[config.mk]
export PLATFORM = sky130hd
export DESIGN_NAME = fer_unit
export DESIGN_NICKNAME = d
export VERILOG_FILES = /design/src/shared/fer_pkg.sv /design/src/logic/fer_classify.sv /design/src/logic/fer_sync.sv /design/src/logic/fer_unit.sv
export SDC_FILE = /design/constraint.sdc
export NUM_CORES = 1
export LEC_CHECK = 0
export BUFFER_PORTS_ARGS = -buffer_cell sky130_fd_sc_hd__buf_2
export CORE_AREA = 3 3 81 83
export DETAILED_ROUTE_END_ITERATION = 8
export DIE_AREA = 0 0 84 86
export GPL_ROUTABILITY_DRIVEN = 0
export GPL_TIMING_DRIVEN = 0
export HOLD_SLACK_MARGIN = 0.08
export PLACE_DENSITY_LB_ADDON = 0.3
export SKIP_LAST_GASP = 1
export SYNTH_ARGS = -nofsm -noshare
export SYNTH_HDL_FRONTEND = slang
export SYNTH_SLANG_ARGS = --single-unit
[constraint.sdc]
create_clock -name core_clk -period 2.6 [get_ports core_clk]
set_clock_uncertainty 0.1 [all_clocks]
set_input_delay 0.52 -clock core_clk [delete_from_list [all_inputs] [get_ports core_clk]]
set_output_delay 0.52 -clock core_clk [all_outputs]
set_load 0.01 [all_outputs]
[src/shared/fer_pkg.sv]
// constants and types shared by the numeric exception reporting block
package fer_pkg;
  // number of exception classes and their flag / mask positions
  localparam int FER_NCLS    = 6;
  localparam int FER_BIT_INV = 0;
  localparam int FER_BIT_DEN = 1;
  localparam int FER_BIT_ZDV = 2;
  localparam int FER_BIT_OVF = 3;
  localparam int FER_BIT_UNF = 4;
  localparam int FER_BIT_PRC = 5;
  // stack-fault subtype bit position in the loadable status image
  localparam int FER_BIT_SF  = 6;
  localparam int FER_STW     = 7;
  // control image: masks in low bits, rounding field above them
  localparam int FER_CTW     = 8;
  localparam int FER_RND_LSB = 6;
  localparam int FER_RND_MSB = 7;
  // reset values: everything masked, no flags
  localparam logic [5:0] FER_MASK_RST  = 6'h3f;
  localparam logic [5:0] FER_FLAGS_RST = 6'h00;
  // synchroniser depth for the ignore-error pin
  localparam int FER_SYNC_STAGES = 2;

  typedef enum logic [1:0] {
    FER_RND_NEAR,
    FER_RND_CHOP,
    FER_RND_UP,
    FER_RND_DOWN
  } fer_round_t;

  typedef enum logic [3:0] {
    FER_OP_NONE,
    FER_OP_ARITH,
    FER_OP_WAIT,
    FER_OP_CLEAR,
    FER_OP_REINIT,
    FER_OP_SAVE,
    FER_OP_RESTORE,
    FER_OP_LDENV,
    FER_OP_LDCW
  } fer_op_t;

  typedef enum logic [2:0] {
    FER_FX_NONE,
    FER_FX_QNAN,
    FER_FX_INF,
    FER_FX_DENORM,
    FER_FX_ZERO,
    FER_FX_ROUNDED
  } fer_fix_t;
endpackage : fer_pkg

[src/logic/fer_classify.sv]
// exception classification: which flags set and which fix-up applies
`timescale 1ns/1ps
module fer_classify (
  // raw detections of one instruction, in detection order
  input  wire logic [5:0]         raw,
  input  wire logic [5:0]         mask,
  input  wire logic               tiny,
  // outcome
  output logic [5:0]              set_bits,
  output logic                    unmasked_hit,
  output fer_pkg::fer_fix_t       fixup
);
  import fer_pkg::*;

  // map a masked class to its default result
  function automatic fer_fix_t fer_fix_of(input int cls, input logic tny);
    fer_fix_t f;
    f = FER_FX_NONE;
    unique case (cls)
      FER_BIT_INV: f = FER_FX_QNAN;
      FER_BIT_ZDV: f = FER_FX_INF;
      FER_BIT_OVF: f = FER_FX_INF;
      FER_BIT_UNF: f = tny ? FER_FX_ZERO : FER_FX_DENORM;
      FER_BIT_PRC: f = FER_FX_ROUNDED;
      default:     f = FER_FX_NONE;
    endcase
    return f;
  endfunction : fer_fix_of

  // masked classes keep the walk going; the first unmasked one ends it
  always_comb begin
    logic stop;
    stop         = 1'b0;
    set_bits     = '0;
    unmasked_hit = 1'b0;
    fixup        = FER_FX_NONE;
    for (int i = 0; i < FER_NCLS; i++) begin
      if (raw[i] && !stop) begin
        set_bits[i] = 1'b1;
        if (mask[i]) begin
          if (fer_fix_of(i, tiny) != FER_FX_NONE) begin
            fixup = fer_fix_of(i, tiny);
          end
        end else begin
          stop         = 1'b1;
          unmasked_hit = 1'b1;
          fixup        = FER_FX_NONE;
        end
      end
    end
  end
endmodule : fer_classify

[src/logic/fer_sync.sv]
// two-flop synchroniser for a slow level input
`timescale 1ns/1ps
module fer_sync #(
  parameter int STAGES = fer_pkg::FER_SYNC_STAGES
) (
  // clock and reset
  input  wire logic core_clk,
  input  wire logic rst,
  // level in and synchronised level out
  input  wire logic d,
  output logic      q
);
  import fer_pkg::*;

  typedef struct packed {
    logic [STAGES-1:0] sh;
  } fer_sync_st_t;

  fer_sync_st_t s_q;
  fer_sync_st_t s_d;

  // refuse depths that give no metastability margin
  if (STAGES < 2) begin : g_chk
    $error("fer_sync: STAGES must be at least 2");
  end

  // shift chain; only the last stage is read outside
  always_comb begin
    s_d    = s_q;
    s_d.sh = {s_q.sh[STAGES-2:0], d};
  end

  always_ff @(posedge core_clk) begin
    if (rst) begin
      s_q <= '0;
    end else begin
      s_q <= s_d;
    end
  end

  assign q = s_q.sh[STAGES-1];
endmodule : fer_sync

[src/logic/fer_unit.sv]
// numeric exception flags, masks, error pin and freeze control
`timescale 1ns/1ps
module fer_unit (
  // clock and reset
  input  wire logic                      core_clk,
  input  wire logic                      rst,
  // instruction stream
  input  wire logic                      op_valid,
  input  wire fer_pkg::fer_op_t          op_kind,
  input  wire logic                      op_no_wait,
  output logic                           op_ready,
  // datapath detections for an arithmetic op
  input  wire logic [5:0]                exc_raw,
  input  wire logic                      stack_fault_exc,
  input  wire logic                      arith_invalid_exc,
  input  wire logic                      exc_tiny,
  input  wire logic                      exc_deferred,
  // images for restore, environment load and control load
  input  wire logic [6:0]                load_status,
  input  wire logic [7:0]                load_control,
  // state view
  output logic [5:0]                     status_flags,
  output logic                           stack_fault_flag,
  output logic [5:0]                     control_masks,
  output fer_pkg::fer_round_t            round_mode,
  // per-instruction outcome
  output logic                           fixup_valid,
  output fer_pkg::fer_fix_t              fixup_code,
  output logic                           abort_instr,
  output logic                           native_trap,
  output logic                           handler_entry,
  // system pins
  input  wire logic                      native_error_enable,
  input  wire logic                      ignore_numeric_error_in,
  input  wire logic                      interrupt_request_in,
  output logic                           fpu_error_out,
  output logic                           cpu_freeze
);
  import fer_pkg::*;

  typedef struct packed {
    logic [5:0]  flags;
    logic        sf;
    logic [5:0]  masks;
    fer_round_t  rnd;
    logic        err;
    logic        frozen;
    logic        trapped;
    logic        fix_v;
    fer_fix_t    fix;
    logic        abort;
    logic        trap;
    logic        entry;
  } fer_st_t;

  fer_st_t     s_q;
  fer_st_t     s_d;
  logic        ign_s;
  logic [5:0]  raw_all;
  logic [5:0]  cls_set;
  logic        cls_hit;
  fer_fix_t    cls_fix;
  logic        pend;
  logic        waitable;
  logic        blocked;
  logic        fire;

  // ignore pin crosses two flops before any logic sees it
  fer_sync #(
    .STAGES (FER_SYNC_STAGES)
  ) u_ign_sync (
    .core_clk (core_clk),
    .rst      (rst),
    .d        (ignore_numeric_error_in),
    .q        (ign_s)
  );

  // invalid class gathers both subtypes
  always_comb begin
    raw_all              = exc_raw;
    raw_all[FER_BIT_INV] = exc_raw[FER_BIT_INV] | stack_fault_exc
                           | arith_invalid_exc;
  end

  fer_classify u_cls (
    .raw          (raw_all),
    .mask         (s_q.masks),
    .tiny         (exc_tiny),
    .set_bits     (cls_set),
    .unmasked_hit (cls_hit),
    .fixup        (cls_fix)
  );

  // pending means a set flag whose class is unmasked
  assign pend     = |(s_q.flags & ~s_q.masks);
  assign waitable = (op_kind != FER_OP_NONE) && !op_no_wait;
  // ignore only helps in compatibility mode; native mode always blocks
  assign blocked  = pend && waitable
                    && (native_error_enable || !ign_s);
  assign op_ready = !s_q.frozen && !blocked;
  assign fire     = op_valid && op_ready;

  // next-state logic for flags, control, error pin and freeze
  always_comb begin
    s_d       = s_q;
    s_d.fix_v = 1'b0;
    s_d.fix   = FER_FX_NONE;
    s_d.abort = 1'b0;
    s_d.trap  = 1'b0;
    s_d.entry = 1'b0;
    if (fire) begin
      unique case (op_kind)
        FER_OP_NONE, FER_OP_WAIT: begin
        end
        FER_OP_ARITH: begin
          s_d.flags = s_q.flags | cls_set;
          s_d.sf    = s_q.sf | (stack_fault_exc & cls_set[FER_BIT_INV]);
          s_d.fix_v = !cls_hit;
          s_d.fix   = cls_fix;
          s_d.abort = cls_hit;
          // immediate class raises the pin at once
          if (cls_hit && !native_error_enable && !exc_deferred) begin
            s_d.err = 1'b1;
          end
        end
        FER_OP_CLEAR: begin
          s_d.flags = FER_FLAGS_RST;
          s_d.sf    = 1'b0;
        end
        FER_OP_REINIT, FER_OP_SAVE: begin
          // save leaves the unit reinitialised as well
          s_d.flags = FER_FLAGS_RST;
          s_d.sf    = 1'b0;
          s_d.masks = FER_MASK_RST;
          s_d.rnd   = FER_RND_NEAR;
        end
        FER_OP_RESTORE, FER_OP_LDENV: begin
          s_d.flags = load_status[FER_NCLS-1:0];
          s_d.sf    = load_status[FER_BIT_SF];
          s_d.masks = load_control[FER_NCLS-1:0];
          s_d.rnd   = fer_round_t'(load_control[FER_RND_MSB:FER_RND_LSB]);
        end
        FER_OP_LDCW: begin
          s_d.masks = load_control[FER_NCLS-1:0];
          s_d.rnd   = fer_round_t'(
                      load_control[FER_RND_MSB:FER_RND_LSB]);
        end
        default: begin
        end
      endcase
    end
    // deferred class raises the pin when the next numeric op shows up
    if (op_valid && waitable && pend && !native_error_enable) begin
      s_d.err = 1'b1;
    end
    // a blocked op stops the processor in compatibility mode
    if (op_valid && blocked && !native_error_enable && !s_q.frozen) begin
      s_d.frozen = 1'b1;
    end
    // native mode: one trap per pending error, no pin
    if (op_valid && blocked && native_error_enable && !s_q.trapped) begin
      s_d.trap    = 1'b1;
      s_d.trapped = 1'b1;
    end
    // any interrupt request lifts the freeze into the handler
    if (s_q.frozen) begin
      if (interrupt_request_in) begin
        s_d.frozen = 1'b0;
        s_d.entry  = 1'b1;
      end else if (ign_s || !pend) begin
        s_d.frozen = 1'b0;
      end
    end
    // pin and trap latch drop only once the unmasked error is gone
    if (~|(s_d.flags & ~s_d.masks)) begin
      s_d.err     = 1'b0;
      s_d.trapped = 1'b0;
    end
  end

  always_ff @(posedge core_clk) begin
    if (rst) begin
      s_q         <= '0;
      s_q.flags   <= FER_FLAGS_RST;
      s_q.masks   <= FER_MASK_RST;
      s_q.rnd     <= FER_RND_NEAR;
      s_q.fix     <= FER_FX_NONE;
    end else begin
      s_q <= s_d;
    end
  end

  // registered outputs
  assign status_flags     = s_q.flags;
  assign stack_fault_flag = s_q.sf;
  assign control_masks    = s_q.masks;
  assign round_mode       = s_q.rnd;
  assign fixup_valid      = s_q.fix_v;
  assign fixup_code       = s_q.fix;
  assign abort_instr      = s_q.abort;
  assign native_trap      = s_q.trap;
  assign handler_entry    = s_q.entry;
  assign fpu_error_out    = s_q.err;
  assign cpu_freeze       = s_q.frozen;
endmodule : fer_unit

==> results.ini, run 1 <==
[global_routing]
grt_remaining_overflow = 0
grt_max_degree = 16
gr-usage-all-layers = 0.132
antenna_found_initial = 0
grt_pass1_wl_um = 7580
grt_pass1_vias = 1577

[detailed_routing]
wirelength_um = 4730
wl_per_cell_um = 14.0
drc = 0
vias_per_cell = 4.84
antenna_left = 0
first_pass_iters = 4
drt_iter0_drc = 67
routed-via-count = 1631

[setup_path]
timing.rr.start = status_flags[3]
worstRegToRegCells = 7
worstSetupPathType = in -> reg
end_kind = register
cp.required_ns = 2.69
crit_path_start = op_kind[1]
timing.critical_path.from_type = input port
cp.arrival_ns = 2.66
cp_max_fo = 6

[layout]
layout_common_cells = buf_2, dfxtp_1, buf_4, nor2_1, a21oi_1
diodes = 0
syn_to_final_growth_pct = 33.5
layout_commonest_cell = buf_2
layout.nets = 299
final-instance-count-excl-fill = 337
nFillCells = 621
drive_gt1_frac = 0.393

[hold_path]
hold_path_startpoint = u_ign_sync.s_q[1]
hold_depth = 1
hold_class = reg -> reg

[logic_synthesis]
syn_inst = 196
synthFlopType = dfxtp_1
synth.avg_cell_area_um2 = 8.13
async_flop_share = 0
synth-edff-count = 0
ys_seq_area_frac = 0.339
synth_area_um2 = 1590
synth_seq_cells = 27
synth_top_area_frac = 0.339
synth_area_leaders = dfxtp_1, buf_4, a21oi_1, nor2_1, nand2b_1
yosysTopAreaCell = dfxtp_1
yosysWarnings = 0
ys_types = 48
synth_nets = 232

[clock_network]
cts_sinks = 27
clock_path_buffers = 2
htree_levels = 1
ctsHoldBuffers = 0
insertion_delay_ns = 0.27
cts-buffers-inserted = 3
clk_pin_slew_ns = 0.09
cts_root_buffer = clkbuf_8
cts_tree = yes

[timing]
fin_ws_ns = 0.0346
slew_headroom = 0.630
finalHoldWorstSlack_ns = 0.332
setup_viol = 0
hold_violations = 0
max_freq_mhz = 390
fin_crit_ns = 2.57
drv_slew = 0
post-route-period-util = 0.987
tightest_slew_ns = 0.555
grt_setup_unrepaired = yes
setup_tns_ns = 0

[power_and_ir_drop]
power_mw = 0.844
powerDensity_nw_per_um2 = 397
p_leak_nw = 0.938
vdd_ir_drop_max_mv = 0.192

[job]
cap_viol_max_count = 0

[floorplan]
die_h_um = 86
core_area_um2 = 5920
dieWidth_um = 84
num_rows = 28
pin_count = 61
initial_core_util = 0.269
dieArea_um2 = 7220

[place]
dp_slack_ns = -0.549
io_buffer_count = 60
dp_hpwl_um = 3820
dp.cells = 331

[run_status]
status = complete, no violations

[through the flow]
stage	util	cell area (um^2)
final	0.359	2130
after floorplan	-	1590
after global placement	0.336	1990
after CTS	0.346	2050
after detailed placement	0.336	1990
after global routing	0.359	2130
[cells by family after synthesis]
kind of cell           after synthesis  synth area share
flip-flops                          27             0.339
AND/OR/NAND/NOR                     79             0.262
AO/OA/AOI/OAI                       59             0.281
buffers and inverters               30             0.111
multiplexers                         1           0.00628
[sequential cells by signal (all words and copies together) (netlist names)]
name	flops
abort_instr	1
control_masks	6
cpu_freeze	1
fixup_code	3
fixup_valid	1
fpu_error_out	1
handler_entry	1
native_trap	1
round_mode	2
s_q	1
stack_fault_flag	1
status_flags	6
u_ign_sync.s_q	2
[repair_timing]
action	in CTS	in global routing
buffers inserted	0	2
setup endpoints to repair	2	4
gates resized for setup	4	18
pin swaps	0	4
[synthesized netlist by cell type, types with 3 or more instances]
cell type,n
o21bai_1,3
inv_1,9
nor3_1,8
nor2b_1,7
or2_2,3
a21oi_1,19
o21ai_0,6
dfxtp_1,27
nor2_1,20
buf_4,17
nand3_1,7
nand2_1,12
a21o_1,3
o22a_1,3
clkbuf_1,3
nand2b_1,9
[where the power goes]
part / leakage (nW) / internal [mW] / switching (mW)
clock: 0.0255 / 0.107 / 0.133
combinational: 0.695 / 0.0782 / 0.0936
sequential: 0.218 / 0.423 / 0.00923
[worst max-delay path: stages]
cell,delay (ns)
buf_8,0.11
or4_4,0.57
a31oi_4,0.19
a21oi_4,0.07
or4_4,0.54
a22oi_2,0.19
and4b_2,0.28
a221oi_2,0.20
[layer usage]
layer | up-vias | routed length (um) | GRT usage
met2 | 42 | 2330 | 0.225
met4 | 0 | 21 | 0.0307
met3 | 2 | 266 | 0.0307
met5 | - | 0 | 0
li1 | 831 | - | -
met1 | 756 | 2110 | 0.169
[area by class of cell]
| cell class | count | area [um^2] | share of cell area |
|---|---|---|---|
| repair buffers | 62 | 334 | 0.157 |
| inverters | 9 | 33.8 | 0.0159 |
| well taps | 75 | 93.8 | 0.0441 |
| plain buffers | 21 | 148 | 0.0694 |
| multi-input cells | 139 | 930 | 0.437 |
| clock inverters | 1 | 5.00 | 0.00235 |
| clock buffers | 3 | 41.3 | 0.0194 |
| flip-flops and latches | 27 | 543 | 0.255 |
[final timing paths]
path	end	slack, ns
setup reg to reg	s_q[7]	0.12
hold reg to reg	cpu_freeze	0.33
setup / recovery	s_q[7]	0.03
hold / removal	cpu_freeze	0.33
No activity file was read; power rests on OpenSTA's default activity.
==> run 2: changes to the inputs <==
- CORE_AREA: 3 3 81 83 -> 3 3 65 67
- DIE_AREA: 0 0 84 86 -> 0 0 68 70
- PLACE_DENSITY: unset -> 0.73
- PLACE_DENSITY_LB_ADDON: 0.3 -> unset
==> run 2 against run 1 <==
Net effect:
- largest power group unchanged
- sequential share of layout area increased by 0.20 points
- fmax decreased by 1.5%
- die area down 34%
- the flow now finishes with violations (setup timing)
- cell count shrank 7.4%
- largest cell class unchanged
- clock power down 5%
- utilization rose by 21 points
==> results.ini, run 2 (synthesis results as in run 1) <==
[hold_path]
hold_class = reg -> reg

[setup_path]
cp_max_fo = 4
cp.arrival_ns = 2.69
end_kind = register
crit_slowest_cell = or4_4
cp.required_ns = 2.69
timing.critical_path.from_type = input port
path_cells = buf_8, or4_4, a31oi_4, a21oi_4, or4_4, a22oi_2, and4b_2, a221oi_2
worstSetupPathType = in -> reg
crit_top_cell = or4_4
max_stage_delay_ns = 0.57

[clock_network]
cts_root_buffer = clkbuf_8
insertion_delay_ns = 0.27
cts_sinks = 27
cts_tree = yes
cts-buffers-inserted = 3
clk_pin_slew_ns = 0.09
ctsHoldBuffers = 0
clock_path_buffers = 2
htree_levels = 1

[global_routing]
grt_remaining_overflow = 0
top_usage_layer = met2
grt_pass1_vias = 1493
grt_pass1_wl_um = 6820
grt_use_met1 = 0.246
use_met2 = 0.298
gr-usage-all-layers = 0.183
grtUsageMet3 = 0.0370
antenna_found_initial = 0
grt_max_degree = 15

[layout]
drive_gt1_frac = 0.398
syn_to_final_growth_pct = 32.2
stdcell_area_um2 = 2110
layout.nets = 301
diodes = 0
final-instance-count-excl-fill = 312
layout_common_cells = buf_2, dfxtp_1, buf_4, nor2_1, a21oi_1
layout_commonest_cell = buf_2

[run_status]
status = finished with violations
violations = setup timing

[timing]
hold_violations = 0
grt_setup_unrepaired = yes
drv_slew = 0
finalHoldWorstSlack_ns = 0.323
slew_headroom = 0.641
post-route-period-util = 1.00
tightest_slew_ns = 0.539
setup_viol = 1
fin_ws_ns = -0.00315
fin_crit_ns = 2.60
max_freq_mhz = 384

[place]
dp.cells = 304
dpl_cell_area_um2 = 1950
io_buffer_count = 60
dp_hpwl_um = 3320
dp_slack_ns = -0.392

[power_and_ir_drop]
powerDensity_nw_per_um2 = 396
vdd_ir_drop_max_mv = 0.312
switchingPower_mw = 0.221
clkPwrFrac = 0.274
p_leak_nw = 0.946
internal_power_mw = 0.614
power_frac_comb = 0.207
pwr-share-seq = 0.518
sw_frac_of_total = 0.264

[detailed_routing]
antenna_left = 0
drc = 0
vias_per_cell = 5.21
wl_per_cell_um = 13.7
routed-via-count = 1624
drt_iter0_drc = 61
wirelength_um = 4280
first_pass_iters = 4

[floorplan]
pin_count = 61
initial_core_util = 0.432
dieWidth_um = 68
core_area_um2 = 3690
num_rows = 22
dieArea_um2 = 4760
die_h_um = 70

[job]
cap_viol_max_count = 0

run 2: changes by cell type in the layout (fill, tap and decap cells not counted), sizes merged:
| cell | change |
|---|---|
| clkinv | -1 |
| buf | +2 |
| clkbuf | +1 |
run 2: layout make-up:
class | instances | area (um^2)
clock buffers | 4 | 45.0
fillers | 350 | 1580
repair buffers | 64 | 353
well taps | 48 | 60.1
inverters | 9 | 33.8
flip-flops and latches | 27 | 542
plain buffers | 21 | 148
multi-input cells | 139 | 926
run 2: worst paths after layout:
kind | from | end | slack, ns | cells after the start
min reg2reg | u_ign_sync.s_q[1] | cpu_freeze | 0.32 | 1
min | u_ign_sync.s_q[1] | cpu_freeze | 0.32 | 1
max | op_kind[2] | s_q[7] | -0.003 | 8
max reg2reg | status_flags[3] | s_q[7] | 0.12 | 7
run 2: stage by stage:
step	TNS [ns]	utilization	total power, mW
2_1_floorplan	0	-	0.532
3_3_place_gp	-0.810	0.530	0.596
3_5_place_dp	-0.754	0.530	0.597
4_1_cts	0	0.561	0.838
5_1_grt	-0.0286	0.571	0.871
6_report	-0.00315	0.571	0.834
run 2: power groups by stage:
stage	combinational, mW	sequential, mW	clock [mW]
floorplan	0.0931	0.439	0
global placement	0.154	0.441	0
detailed placement	0.156	0.442	0
CTS	0.167	0.432	0.239
global route	0.189	0.434	0.248
finish	0.173	0.432	0.229
run 2: layer usage:
metal  vias up  part of all wire
li1        835                 -
met1       725              0.43
met3         4             0.072
met5         -                 0
met4         0             0.012
met2        60              0.48
run 2: critical path: cells and delay by family:
family                 cells  cell delay, ns
AND/OR/NAND/NOR            3            1.41
AO/OA/AOI/OAI              4            0.67
buffers and inverters      1            0.09
run 2: what timing repair did:
item | 4_1_cts | 5_1_grt
setup buffers | 3 | 1
pin swaps | 5 | 2
gates resized for setup | 13 | 9
cloned | 0 | 0
endpoints found under the setup margin | 2 | 4
